$ cat config.mk
export PLATFORM = sky130hd
export DESIGN_NAME = segment_speed_sequencer
export DESIGN_NICKNAME = d
export VERILOG_FILES = /design/src/rtl/seg_seq_pkg.sv /design/src/rtl/segment_speed_sequencer.sv
export SDC_FILE = /design/constraint.sdc
export NUM_CORES = 2
export LEC_CHECK = 0
export ABC_AREA = 0
export BUFFER_PORTS_ARGS = -buffer_cell sky130_fd_sc_hd__clkbuf_2
export CAP_MARGIN = 20
export CELL_PAD_IN_SITES_DETAIL_PLACEMENT = 1
export CELL_PAD_IN_SITES_GLOBAL_PLACEMENT = 1
export CORE_ASPECT_RATIO = 1.75
export CORE_MARGIN = 4
export CORE_UTILIZATION = 46
export DETAILED_ROUTE_END_ITERATION = 7
export PLACE_DENSITY = 0.8
export SLEW_MARGIN = 15
export SYNTH_ARGS = -nofsm -noshare
export SYNTH_HDL_FRONTEND = slang
export SYNTH_SLANG_ARGS = --single-unit
$ cat constraint.sdc
create_clock -name clk -period 4.2 [get_ports clk]
set_input_delay 0.63 -clock clk [delete_from_list [all_inputs] [get_ports clk]]
set_output_delay 0.63 -clock clk [all_outputs]
set_load 0.1 [all_outputs]
$ cat src/rtl/seg_seq_pkg.sv
// Purpose: Shared constants and types for the segment speed sequencer.
// Assumes: One 100 MHz clock; registers reached as 16-bit words at word addresses.
// Notes:   Digit fields hold one decimal digit per nibble (ones in 3:0, tens in 7:4).
package seg_seq_pkg;

  // Bus and array geometry.
  localparam int           ADDR_W  = 8;
  localparam int           DATA_W  = 16;
  localparam int           NUM_SEG = 15;

  // Register word addresses.
  localparam logic [7:0]   A_RUN_MODE    = 8'h00;
  localparam logic [7:0]   A_CYCLE_LIMIT = 8'h01;
  localparam logic [7:0]   A_RETENTION   = 8'h02;
  localparam logic [7:0]   A_TIME_UNIT   = 8'h03;
  localparam logic [7:0]   A_CONTROL     = 8'h04;
  localparam logic [7:0]   A_CYCLE_MON   = 8'h05;
  localparam logic [7:0]   A_STAGE_MON   = 8'h06;
  localparam logic [7:0]   A_ELAPSED_MON = 8'h07;
  localparam logic [7:0]   A_DIGITAL_SET = 8'h08;
  localparam logic [7:0]   A_SEG_BASE    = 8'h10;
  localparam logic [7:0]   A_SEG_END     = 8'h2E;
  localparam logic [7:0]   A_SPEED_BASE  = 8'h30;
  localparam logic [7:0]   A_SPEED_END   = 8'h3F;

  // Reset values, limits and masks.
  localparam logic [15:0]  RST_CYCLE_LIMIT = 16'h0001;
  localparam logic [15:0]  CYCLE_LIMIT_MIN = 16'h0001;
  localparam logic [15:0]  CYCLE_LIMIT_MAX = 16'h2710;
  localparam logic [15:0]  RUN_MODE_MAX    = 16'h0003;
  localparam logic [15:0]  DURATION_MAX    = 16'hEA60;
  localparam logic [15:0]  RST_DURATION    = 16'h0032;
  localparam logic [15:0]  SETUP_MASK      = 16'h0031;
  localparam logic [15:0]  CYCLE_SAT       = 16'hFFFF;
  localparam logic [3:0]   STAGE_ONE       = 4'h1;

  // Field positions.
  localparam int           DIR_BIT        = 0;
  localparam int           RAMP_LSB       = 4;
  localparam int           STOP_RET_BIT   = 0;
  localparam int           POWER_RET_BIT  = 4;
  localparam int           CTRL_ENABLE    = 0;
  localparam int           CTRL_PANEL_RUN = 1;
  localparam int           CTRL_SRC_LSB   = 2;

  // Run modes and command sources.
  localparam logic [1:0]   MODE_SINGLE     = 2'h0;
  localparam logic [1:0]   MODE_LIMIT_STOP = 2'h1;
  localparam logic [1:0]   MODE_LIMIT_HOLD = 2'h2;
  localparam logic [1:0]   MODE_ENDLESS    = 2'h3;
  localparam logic [1:0]   SRC_PANEL       = 2'h0;
  localparam logic [1:0]   SRC_TERMINAL    = 2'h1;
  localparam logic [1:0]   SRC_COMM        = 2'h2;

  // Time base: durations count in tenths of the selected unit.
  localparam int           CLK_PERIOD_NS      = 10;
  localparam int           TENTH_SECOND_MS    = 100;
  localparam int           TENTH_CYCLES       = TENTH_SECOND_MS * 1000000 / CLK_PERIOD_NS;
  localparam logic [5:0]   MINUTE_TENTHS_LAST = 6'h3B;

  typedef enum logic [2:0] {
    ST_IDLE = 3'b001,
    ST_RUN  = 3'b010,
    ST_HOLD = 3'b100
  } seq_state_e;

  typedef struct packed {
    logic [15:0] cycles;
    logic [3:0]  stage;
    logic [15:0] elapsed;
  } progress_s;

  typedef struct packed {
    logic        run;
    logic        reverse;
    logic [1:0]  ramp_set;
    logic [15:0] speed_ref;
  } drive_cmd_s;

endpackage

$ cat src/rtl/segment_speed_sequencer.sv
// Purpose: Steps a drive through up to fifteen timed segments, or plain multi-speed.
// Assumes: Terminal and command inputs are synchronous to clk.
// Notes:   Outputs are registered and lag the sequencer state by one cycle.
//
// The register addresses and strobed register access were decided locally.
`timescale 1ns/10ps
module segment_speed_sequencer
  import seg_seq_pkg::*;
#(
  parameter int TENTH_CLKS = TENTH_CYCLES
) (
  // Clock and reset.
  input  wire logic               clk,
  input  wire logic               rst_n,
  // Register port.
  input  wire logic [ADDR_W-1:0]  reg_addr,
  input  wire logic [DATA_W-1:0]  reg_wdata,
  input  wire logic               reg_wr,
  input  wire logic               reg_rd,
  output logic      [DATA_W-1:0]  reg_rdata,
  // Terminals and command sources.
  input  wire logic               run_term,
  input  wire logic               fwd_rev_term,
  input  wire logic [3:0]         speed_sel_term,
  input  wire logic               ramp_term_en,
  input  wire logic [1:0]         ramp_term_sel,
  input  wire logic               comm_run,
  // Progress retention across power loss.
  input  wire logic               power_fail,
  input  wire logic               restore_valid,
  input  wire progress_s          restore_data,
  output logic                    save_req,
  output progress_s               save_data,
  // Command to the speed reference path.
  output drive_cmd_s              drive_cmd
);

  // Register file.
  logic [1:0]  run_mode, next_run_mode;
  logic [15:0] cycle_limit, next_cycle_limit;
  logic        stop_ret, next_stop_ret;
  logic        power_ret, next_power_ret;
  logic        time_unit, next_time_unit;
  logic [3:0]  ctrl, next_ctrl;
  logic [15:0] digital_set, next_digital_set;
  logic [15:0] setup [NUM_SEG];
  logic [15:0] next_setup [NUM_SEG];
  logic [15:0] dur [NUM_SEG];
  logic [15:0] next_dur [NUM_SEG];
  logic [15:0] speed [NUM_SEG];
  logic [15:0] next_speed [NUM_SEG];
  logic [15:0] next_rdata;

  // Sequencer state.
  seq_state_e  state, next_state;
  progress_s   prog, next_prog;
  logic        done, next_done;
  // A restored snapshot must survive the first start even without stop retention.
  logic        resumed, next_resumed;
  logic [7:0]  seg_word;
  logic        next_save_req;
  progress_s   next_save_data;
  logic [31:0] tick_cnt, next_tick_cnt;
  logic [5:0]  min_cnt, next_min_cnt;
  drive_cmd_s  next_drive_cmd;

  function automatic logic is_seg(input logic [7:0] a);
    return (a >= A_SEG_BASE) && (a < A_SEG_END);
  endfunction

  function automatic logic [7:0] seg_off(input logic [7:0] a);
    return 8'(a - A_SEG_BASE);
  endfunction

  function automatic logic is_speed(input logic [7:0] a);
    return (a >= A_SPEED_BASE) && (a < A_SPEED_END);
  endfunction

  function automatic logic [3:0] speed_idx(input logic [7:0] a);
    return 4'(a - A_SPEED_BASE);
  endfunction

  // The highest segment with a nonzero duration ends the sequence.
  function automatic logic [3:0] last_active();
    logic [3:0] res;
    res = 4'h0;
    for (int i = 0; i < NUM_SEG; i++) begin
      if (dur[i] != 16'h0000) res = 4'(i);
    end
    return res;
  endfunction

  function automatic logic [3:0] first_active();
    logic [3:0] res;
    res = 4'h0;
    for (int i = NUM_SEG - 1; i >= 0; i--) begin
      if (dur[i] != 16'h0000) res = 4'(i);
    end
    return res;
  endfunction

  // Next nonzero segment after cur; wraps to the first one.
  function automatic logic [3:0] next_active(input logic [3:0] cur);
    logic [3:0] res;
    res = first_active();
    for (int i = NUM_SEG - 1; i >= 0; i--) begin
      if ((4'(i) > cur) && (dur[i] != 16'h0000)) res = 4'(i);
    end
    return res;
  endfunction

  logic        any_active;
  logic [3:0]  last_seg;
  logic [3:0]  first_seg;
  logic [15:0] cur_dur;
  logic        run_cmd;
  logic        tick;
  logic        seg_end;
  logic [15:0] cycles_inc;
  progress_s   fresh;

  always_comb begin
    any_active = 1'b0;
    for (int i = 0; i < NUM_SEG; i++) begin
      if (dur[i] != 16'h0000) any_active = 1'b1;
    end
    last_seg  = last_active();
    first_seg = first_active();
    cur_dur   = dur[prog.stage];
    fresh     = '{cycles: 16'h0000, stage: first_seg, elapsed: 16'h0000};
    cycles_inc = (prog.cycles == CYCLE_SAT) ? prog.cycles : 16'(prog.cycles + 16'h0001);
    case (ctrl[CTRL_SRC_LSB +: 2])
      SRC_PANEL:    run_cmd = ctrl[CTRL_PANEL_RUN];
      SRC_TERMINAL: run_cmd = run_term;
      SRC_COMM:     run_cmd = comm_run;
      default:      run_cmd = 1'b0;
    endcase
    // Minutes count sixty tenths-of-seconds per tenth-minute.
    tick = (tick_cnt == 32'(TENTH_CLKS - 1)) &&
           (!time_unit || (min_cnt == MINUTE_TENTHS_LAST));
    seg_end = (cur_dur == 16'h0000) ||
              (tick && (16'(prog.elapsed + 16'h0001) >= cur_dur));
  end

  // Register writes and read data.
  always_comb begin
    next_run_mode    = run_mode;
    next_cycle_limit = cycle_limit;
    next_stop_ret    = stop_ret;
    next_power_ret   = power_ret;
    next_time_unit   = time_unit;
    next_ctrl        = ctrl;
    next_digital_set = digital_set;
    next_setup       = setup;
    next_dur         = dur;
    next_speed       = speed;
    seg_word         = seg_off(reg_addr);
    if (reg_wr) begin
      case (reg_addr)
        A_RUN_MODE: begin
          if (reg_wdata <= RUN_MODE_MAX) next_run_mode = reg_wdata[1:0];
        end
        A_CYCLE_LIMIT: begin
          if (reg_wdata < CYCLE_LIMIT_MIN) next_cycle_limit = CYCLE_LIMIT_MIN;
          else if (reg_wdata > CYCLE_LIMIT_MAX) next_cycle_limit = CYCLE_LIMIT_MAX;
          else next_cycle_limit = reg_wdata;
        end
        A_RETENTION: begin
          next_stop_ret  = reg_wdata[STOP_RET_BIT];
          next_power_ret = reg_wdata[POWER_RET_BIT];
        end
        A_TIME_UNIT:   next_time_unit = reg_wdata[0];
        A_CONTROL:     next_ctrl = reg_wdata[3:0];
        A_DIGITAL_SET: next_digital_set = reg_wdata;
        default: begin
          if (is_seg(reg_addr)) begin
            if (!seg_word[0]) begin
              next_setup[seg_word[4:1]] = reg_wdata & SETUP_MASK;
            end else if (reg_wdata > DURATION_MAX) begin
              next_dur[seg_word[4:1]] = DURATION_MAX;
            end else begin
              next_dur[seg_word[4:1]] = reg_wdata;
            end
          end else if (is_speed(reg_addr)) begin
            next_speed[speed_idx(reg_addr)] = reg_wdata;
          end
        end
      endcase
    end
    next_rdata = 16'h0000;
    if (reg_rd) begin
      case (reg_addr)
        A_RUN_MODE:    next_rdata = {14'h0000, run_mode};
        A_CYCLE_LIMIT: next_rdata = cycle_limit;
        A_RETENTION:   next_rdata = {11'h000, power_ret, 3'h0, stop_ret};
        A_TIME_UNIT:   next_rdata = {15'h0000, time_unit};
        A_CONTROL:     next_rdata = {12'h000, ctrl};
        A_CYCLE_MON:   next_rdata = prog.cycles;
        A_STAGE_MON:   next_rdata = {12'h000, 4'(prog.stage + STAGE_ONE)};
        A_ELAPSED_MON: next_rdata = prog.elapsed;
        A_DIGITAL_SET: next_rdata = digital_set;
        default: begin
          if (is_seg(reg_addr)) begin
            next_rdata = seg_word[0] ? dur[seg_word[4:1]] : setup[seg_word[4:1]];
          end else if (is_speed(reg_addr)) begin
            next_rdata = speed[speed_idx(reg_addr)];
          end
        end
      endcase
    end
  end

  always_ff @(posedge clk or negedge rst_n) begin
    if (!rst_n) begin
      run_mode    <= MODE_SINGLE;
      cycle_limit <= RST_CYCLE_LIMIT;
      stop_ret    <= 1'b0;
      power_ret   <= 1'b0;
      time_unit   <= 1'b0;
      ctrl        <= 4'h0;
      digital_set <= 16'h0000;
      reg_rdata   <= 16'h0000;
      for (int i = 0; i < NUM_SEG; i++) begin
        setup[i] <= 16'h0000;
        dur[i]   <= RST_DURATION;
        speed[i] <= 16'h0000;
      end
    end else begin
      run_mode    <= next_run_mode;
      cycle_limit <= next_cycle_limit;
      stop_ret    <= next_stop_ret;
      power_ret   <= next_power_ret;
      time_unit   <= next_time_unit;
      ctrl        <= next_ctrl;
      digital_set <= next_digital_set;
      reg_rdata   <= next_rdata;
      setup       <= next_setup;
      dur         <= next_dur;
      speed       <= next_speed;
    end
  end

  // Sequencer, time base and drive command.
  always_comb begin
    next_state     = state;
    next_prog      = prog;
    next_done      = done && run_cmd;
    next_resumed   = resumed;
    next_save_req  = power_fail;
    next_save_data = power_fail ? prog : save_data;
    next_tick_cnt  = tick_cnt;
    next_min_cnt   = min_cnt;
    case (state)
      ST_IDLE: begin
        if (restore_valid && power_ret) begin
          next_prog    = restore_data;
          next_resumed = 1'b1;
          if (restore_data.stage > 4'(NUM_SEG - 1)) next_prog.stage = first_seg;
        end
        if (run_cmd && !done && any_active) begin
          next_state   = ST_RUN;
          next_resumed = 1'b0;
          if (!stop_ret && !resumed && !(restore_valid && power_ret)) begin
            next_prog = fresh;
          end
        end
      end
      ST_RUN: begin
        if (!run_cmd || !any_active) begin
          next_state = ST_IDLE;
        end else if (seg_end) begin
          next_prog.elapsed = 16'h0000;
          if (prog.stage == last_seg) begin
            next_prog.cycles = cycles_inc;
            next_prog.stage  = first_seg;
            case (run_mode)
              MODE_SINGLE: begin
                next_state = ST_IDLE;
                next_prog  = fresh;
                next_done  = 1'b1;
              end
              MODE_LIMIT_STOP: begin
                if (cycles_inc >= cycle_limit) begin
                  next_state = ST_IDLE;
                  next_prog  = fresh;
                  next_done  = 1'b1;
                end
              end
              MODE_LIMIT_HOLD: begin
                if (cycles_inc >= cycle_limit) begin
                  next_state      = ST_HOLD;
                  next_prog.stage = prog.stage;
                end
              end
              default: next_state = ST_RUN;
            endcase
          end else begin
            next_prog.stage = next_active(prog.stage);
          end
        end else if (tick) begin
          next_prog.elapsed = 16'(prog.elapsed + 16'h0001);
        end
      end
      ST_HOLD: begin
        if (!run_cmd) begin
          next_state = ST_IDLE;
          next_prog  = fresh;
        end
      end
      default: next_state = ST_IDLE;
    endcase
    // The time base restarts with each segment so every segment gets full tenths.
    if ((state != ST_RUN) || seg_end) begin
      next_tick_cnt = 32'h0000_0000;
      next_min_cnt  = 6'h00;
    end else if (tick_cnt == 32'(TENTH_CLKS - 1)) begin
      next_tick_cnt = 32'h0000_0000;
      next_min_cnt  = (min_cnt == MINUTE_TENTHS_LAST) ? 6'h00 : 6'(min_cnt + 6'h01);
    end else begin
      next_tick_cnt = 32'(tick_cnt + 32'h0000_0001);
    end
    // Drive command.
    next_drive_cmd = '0;
    if (ctrl[CTRL_ENABLE]) begin
      if (state != ST_IDLE) begin
        next_drive_cmd.run       = 1'b1;
        next_drive_cmd.reverse   = setup[prog.stage][DIR_BIT];
        next_drive_cmd.ramp_set  = setup[prog.stage][RAMP_LSB +: 2];
        next_drive_cmd.speed_ref = speed[prog.stage];
      end
    end else begin
      next_drive_cmd.run       = run_cmd;
      next_drive_cmd.reverse   = fwd_rev_term;
      next_drive_cmd.speed_ref = (speed_sel_term == 4'h0) ? digital_set
                                 : speed[4'(speed_sel_term - STAGE_ONE)];
    end
    if (ramp_term_en) next_drive_cmd.ramp_set = ramp_term_sel;
  end

  always_ff @(posedge clk or negedge rst_n) begin
    if (!rst_n) begin
      state     <= ST_IDLE;
      prog      <= '0;
      done      <= 1'b0;
      resumed   <= 1'b0;
      save_req  <= 1'b0;
      save_data <= '0;
      tick_cnt  <= 32'h0000_0000;
      min_cnt   <= 6'h00;
      drive_cmd <= '0;
    end else begin
      state     <= next_state;
      prog      <= next_prog;
      done      <= next_done;
      resumed   <= next_resumed;
      save_req  <= next_save_req;
      save_data <= next_save_data;
      tick_cnt  <= next_tick_cnt;
      min_cnt   <= next_min_cnt;
      drive_cmd <= next_drive_cmd;
    end
  end
endmodule

After elaboration in Yosys (flattened, before gate mapping)
Index checks and enable logic that the tools add are counted.
{"block": "classes", "n_div": 0, "magnitude_cmp": 32, "shifts": 0, "n_reduce_logical": 76, "n_mul": 0, "n_addsub": 8, "bitwise_logic": 10, "n_eq_ne": 32, "n_mux": 143}
{"op": "bitwise mux 240 bit", "count": 3}
{"op": "binary-select mux 16 bit (select 4 bit)", "count": 7}
{"op": "two-way mux 16 bit", "count": 28}
{"op": "two-way mux 240 bit", "count": 1}
{"op": "nonzero test 16 bit", "count": 15}
{"op": "two-way mux 36 bit", "count": 6}
{"op": "two-way mux 4 bit", "count": 46}
{"op": "case mux 16 bit (9 select lines)", "count": 1}
{"op": "AND 135 bit", "count": 1}
{"op": "inverter 135 bit", "count": 1}
{"op": "demux 16 bit (select 4 bit)", "count": 2}
{"op": "case mux 36 bit (3 select lines)", "count": 1}
{"op": "bitwise OR 105 bit", "count": 1}
{"op": "two-way mux 32 bit", "count": 2}
{"op": "two-way mux 20 bit", "count": 2}
{"op": "adder 16 x 1 -> 16 bit (second input constant)", "count": 2}
{"op": "adder 32 x 1 -> 32 bit (second input constant)", "count": 1}
{"op": "== test 32 x 24 -> 1 bit (second input constant)", "count": 1}
{"op": "== test 8 x 3 -> 1 bit (second input constant)", "count": 4}
{"op": "greater-or-equal comparator 16 bit", "count": 2}
{"op": "case mux 16 bit (2 select lines)", "count": 1}
{"op": "two-way mux 6 bit", "count": 5}
{"op": "> comparator 4 bit (first input constant)", "count": 7}
{"op": "logical AND 1 bit", "count": 27}
{"op": "56 further kinds", "count": 134}
{"block": "totals", "reg_bits": 913, "out_inout_bits": 73, "input_bits": 76, "latchBits": 0, "memories": 0, "romBits": 0, "wordCells": 370, "ramBits": 0}

Longest topological paths before layout
{"block": "logic_depth", "word_depth": 35, "ltp_mapped": 20, "depth_no_buf": 17}

Worst setup path after synthesis
No wires, ideal clock.
{"block": "synth_path", "path_kind": "reg-to-reg", "from": "register prog[23] (netlist name)", "to": "register prog[28] (netlist name)", "required_ns": 4.122, "synth_period_minus_slack_ns": 4.277, "slack_ns": -0.077, "path_stages_with_launch": 19, "setup_ns": 0.078, "path_buffers": 3, "arrival_ns": 4.200, "cell_sequence": "dfrtp_1 -> clkbuf_1 -> and4_1 -> and4_1 -> nand4_1 -> nor3_1 -> nor2_1 -> nand3_1 -> xnor2_1 -> ha_1 -> a21o_1 -> a211oi_1 -> o211ai_1 -> a2111oi_0 -> o31a_1 -> clkbuf_1 -> clkbuf_1 -> a22oi_1 -> o2bb2ai_1"}
{"block": "synth_via", "elab_chain_len": 9, "elab_cells_between_ends": 10, "cone_classes": "add/sub (1); order compare (1); eq/ne (1); mux (7)"}
{"element": "start, declared", "line_no": "segment_speed_sequencer.sv:56", "text": "progress_s prog, next_prog;"}
{"element": "start signal, assigned", "line_no": "segment_speed_sequencer.sv:353", "text": "prog <= next_prog;"}
{"element": "adder 16 x 1 -> 16 bit or == test 16 bit (tied branches)", "line_no": "segment_speed_sequencer.sv:131", "text": "cycles_inc = (prog.cycles == CYCLE_SAT) ? prog.cycles : 16'(prog.cycles + 16'h0001);"}
{"element": "two-way mux 16 bit (*)", "line_no": "segment_speed_sequencer.sv:131"}
{"element": "greater-or-equal comparator 16 bit", "line_no": "segment_speed_sequencer.sv:283", "text": "if (cycles_inc >= cycle_limit) begin"}
{"element": "two-way mux 36 bit", "line_no": "segment_speed_sequencer.sv:283"}
{"element": "case mux 16 bit (2 select lines) (*)", "line_no": "segment_speed_sequencer.sv:276", "text": "case (run_mode)"}
{"element": "two-way mux 16 bit (*)", "line_no": "segment_speed_sequencer.sv:273", "text": "if (prog.stage == last_seg) begin"}
{"element": "two-way mux 20 bit (*)", "line_no": "segment_speed_sequencer.sv:271", "text": "end else if (seg_end) begin"}
{"element": "two-way mux 36 bit (*)", "line_no": "segment_speed_sequencer.sv:269", "text": "if (!run_cmd || !any_active) begin"}
{"element": "case mux 36 bit (3 select lines) (*)", "line_no": "segment_speed_sequencer.sv:253", "text": "case (state)"}
Every way passes the cells marked *; elsewhere a longest branch is shown, timed or not. The select of a mux whose other input is x is not followed.
A chain may end at the register's enable or synchronous reset.

Worst setup path in the final report
{"block": "layout_path", "from": "register prog[16] (netlist name)", "to": "register prog[25] (netlist name)"}
{"block": "layout_via", "elab_chain_len": 9, "elab_cells_between_ends": 12, "cone_classes": "order compare (1); eq/ne (3); mux (3); bitwise (1); reduce/logical (4)"}
{"element": "inverter 4 -> 5 bit (not written as such)", "line_no": "segment_speed_sequencer.sv:129", "text": "cur_dur = dur[prog.stage];"}
{"element": "binary-select mux 16 bit (select 4 bit)", "line_no": "segment_speed_sequencer.sv:129"}
{"element": "two-way mux 16 bit (not written as such) (2 in series)", "line_no": "segment_speed_sequencer.sv:129"}
{"element": "greater-or-equal comparator 16 bit", "line_no": "segment_speed_sequencer.sv:142", "text": "(tick && (16'(prog.elapsed + 16'h0001) >= cur_dur));"}
{"element": "logical AND 1 bit", "line_no": "segment_speed_sequencer.sv:142"}
{"element": "logical OR 1 bit", "line_no": "segment_speed_sequencer.sv:141", "text": "seg_end = (cur_dur == 16'h0000) ||"}
{"element": "!= test 2 bit (no source line)"}
{"element": "AND reduction 5 bit (no source line) (*)"}
Marks and branches as above.

==> flow_metrics.tcl <==
set metrics [dict create \
    power_density_nw_per_um2 496 \
    grt-ovfl-total 0 \
    arrival_ns 4.68 \
    relSlewSlack_pct 27.6 \
    status "finished, violations left" \
    hold_slack_ns -0.00705 \
    critPathMaxFanout 14 \
    r2r_slack_ns 0.06 \
    cts.sinks 718 \
    ant_nets 0 \
    clk_path_buf_depth 3 \
    cp-endpoint "prog[25]" \
    yosysSeqAreaShare_pct 43.2 \
    cp_common_cell "buf_4" \
    hold_path_class "primary input to asynchronous set/reset pin" \
    fin_crit_sh_pct 98.5 \
    report.final.hold_viol_count 3 \
    clk_pin_slew_ns 0.06 \
    r2r-start "prog[16]" \
    crit_type "register to register" \
    setup_ws_ns 0.0635 \
    syn_nets 3835 \
    vias 36300 \
    placed_cell_area_um2 45300 \
    die_h_um 407 \
    path_cells "buf_4, and3b_1, buf_4, a221o_1, o22a_2, a222oi_1, buf_4, nand4_1, o211ai_2, buf_12, buf_12, nand3_2, buf_4, o2bb2ai_1" \
    totalWireLength_mm 181 \
    coreArea_um2 89600 \
    max_stage_delay_ns 0.61 \
    ys_warn_count 0 \
    timing.rr.end "prog[25]" \
    synth_enable_flop_cells 0 \
    slowest_stage "a222oi_1" \
    gr-usage-all-layers_pct 37.3 \
    nNetsFinal 4046 \
    synthDistinctLibCells 81 \
    crit_start "prog[16]" \
    avgSynthCellArea_um2 11.2 \
    cap_violations 0 \
    layout_common_cells "667 x dfrtp_1, 433 x nand2_1, 409 x mux2_2, 351 x o21ai_0, 274 x buf_4" \
    drv_slew 0 \
    drt_iter0_markers 4306 \
    remaining_drc_errors 0 \
    area_growth_pct 14.8 \
    drive_gt1_share_pct 33.5 \
    dpl.hpwl_mm 127 \
    num_rows 145 \
    cts_buffers 70 \
    critPathCaptureType "register" \
    insertion_delay_ns 0.68 \
    cts_tree "yes" \
    failed_checks "hold timing" \
    dp_slack_ns 0.106 \
    grt_max_degree 103 \
    numPortBuffers 148 \
    design_area_um2 47900 \
    ff2ff_path_depth 14 \
    ir_worst_vdd_mv 0.338 \
    start_util_pct 46.6 \
    netlist_area_um2 41800 \
    cp-start-kind "register" \
    max_freq_mhz 242 \
    dieWidth_um 236 \
    fin_util_pct 53.5 \
    antenna_found_initial 7 \
    die_area_um2 95800 \
    grt_pass1_wl_mm 264 \
    fin_skew_ns 0.0271 \
    synth-seq-cells 718 \
    wl_per_cell_um 35.1 \
    root_buffer "clkbuf_16" \
    pin_count 149 \
    final_common_cell "dfrtp_1" \
    place.gp.congestion 1.06 \
    dr.pass1.iters 5 \
    synthArstFlopShare_pct 100 \
    via_per_inst 7.02 \
    worst_pin_slew_ns 1.07 \
    cp.required_ns 4.74 \
    fin_crit_ns 4.14 \
    synthCells 3718 \
    hold_buffers 0 \
    p_leak_nw 21.0 \
    setup_violations 0 \
    cts_max_level 3 \
    grt_pass1_vias 39000 \
    synth_ff_type "dfrtp_1" \
]
-- what timing repair did --
action | in CTS | in global routing
buffers inserted | 0 | 10
resized for setup | 0 | 14
setup endpoints to repair | 0 | 75
-- worst min-delay path by stage --
stage,from,end,slack [ns],cells after the start
after floorplan,rst_n,ctrl[0],0.33,0
after global placement,tick_cnt[0],tick_cnt[0],0.47,1
after detailed placement,tick_cnt[0],tick_cnt[0],0.48,1
after CTS,rst_n,tick_cnt[6],0.02,1
after global routing,rst_n,tick_cnt[9],0.05,1
final,rst_n,tick_cnt[9],-0.007,1
-- routing by layer --
metal	vias to the layer above	track usage, %	routed length (um)
li1	14400	-	-
met4	0	34.5	21400
met3	963	8.24	15000
met5	-	0	0
met2	2412	62.1	87100
met1	18500	39.2	57700
-- power by group --
group          leakage (nW)  switching [mW]  internal, mW  total [mW]
logic                  10.1            5.83          3.03        8.86
registers              9.69           0.619          7.43        8.05
clock network          1.19            2.96          3.90        6.87
-- stage by stage --
step | instances | power (mW) | setup TNS (ns)
6_report | 5167 | 23.8 | 0
2_1_floorplan | 3718 | 13.0 | 0
5_1_grt | 5160 | 24.4 | -0.375
4_1_cts | 5147 | 23.4 | 0
3_3_place_gp | 5020 | 16.3 | 0
3_5_place_dp | 5020 | 16.5 | 0
-- state kept, by name, summed over array words and instances (netlist names), 3 cells and up --
signal / count
dur: 240
speed: 240
setup: 45
prog: 36
save_data: 36
tick_cnt: 32
drive_cmd: 20
cycle_limit: 16
digital_set: 16
reg_rdata: 16
min_cnt: 6
ctrl: 4
state: 3
-- layout make-up --
| cell class | count | area [um^2] |
|---|---|---|
| Inverter | 50 | 188 |
| Clock inverter | 31 | 388 |
| Tap cell | 1176 | 1470 |
| Fill cell | 9404 | 41700 |
| Antenna cell | 7 | 17.5 |
| Multi-Input combinational cell | 2640 | 22400 |
| Clock buffer | 96 | 2030 |
| Sequential cell | 718 | 18000 |
| Timing Repair Buffer | 449 | 3360 |
-- cell families (layout without fill, tap and decap cells) --
| kind of cell | Yosys count | after routing | share of synthesized area, % |
|---|---|---|---|
| other | 0 | 7 | 0 |
| AO/OA/AOI/OAI | 751 | 751 | 11.3 |
| AND/OR/NAND/NOR | 947 | 947 | 10.6 |
| flip-flops | 718 | 718 | 43.2 |
| XOR/XNOR | 60 | 60 | 1.26 |
| multiplexers | 841 | 841 | 29.0 |
| adder cells (fa/ha/maj) | 41 | 41 | 1.23 |
| buffers and inverters | 360 | 626 | 3.51 |
-- worst max-delay path, delay by kind of cell (launching register included) --
| kind | cells | cell delay [ns] |
|---|---|---|
| AO/OA/AOI/OAI | 5 | 1.76 |
| buffers and inverters | 6 | 1.16 |
| flip-flops | 1 | 0.54 |
| AND/OR/NAND/NOR | 3 | 0.54 |
-- synth_stat cells, types with 10 or more instances --
master	instances	area, um^2
dfstp_2	47	1230
o21ai_0	351	1760
mux2_2	409	4610
nand3b_1	11	82.6
nand4_1	46	288
a22o_1	32	280
xnor2_1	41	359
o2bb2ai_1	19	166
a22oi_1	41	308
a221oi_1	10	87.6
xor2_1	19	166
nor3b_1	11	82.6
or2_2	11	68.8
nand3_1	87	435
ha_1	41	513
nor4_1	67	419
dfrtp_1	671	16800
nor2_1	153	574
mux4_2	252	5680
o211ai_1	28	210
a211oi_1	11	82.6
a221o_1	18	180
buf_2	51	255
or3_1	12	75.1
nor3_1	25	125
inv_1	47	176
nand2_1	433	1630
clkbuf_1	212	796
and2_1	10	62.6
and4_1	12	105
nand2b_1	16	100
a21oi_1	115	576
a31oi_1	12	75.1
buf_1	38	143
nor2b_1	17	106
and3_1	19	119
o2111ai_1	21	184
mux2i_1	171	1710
Power figures use the tool's default switching activity.
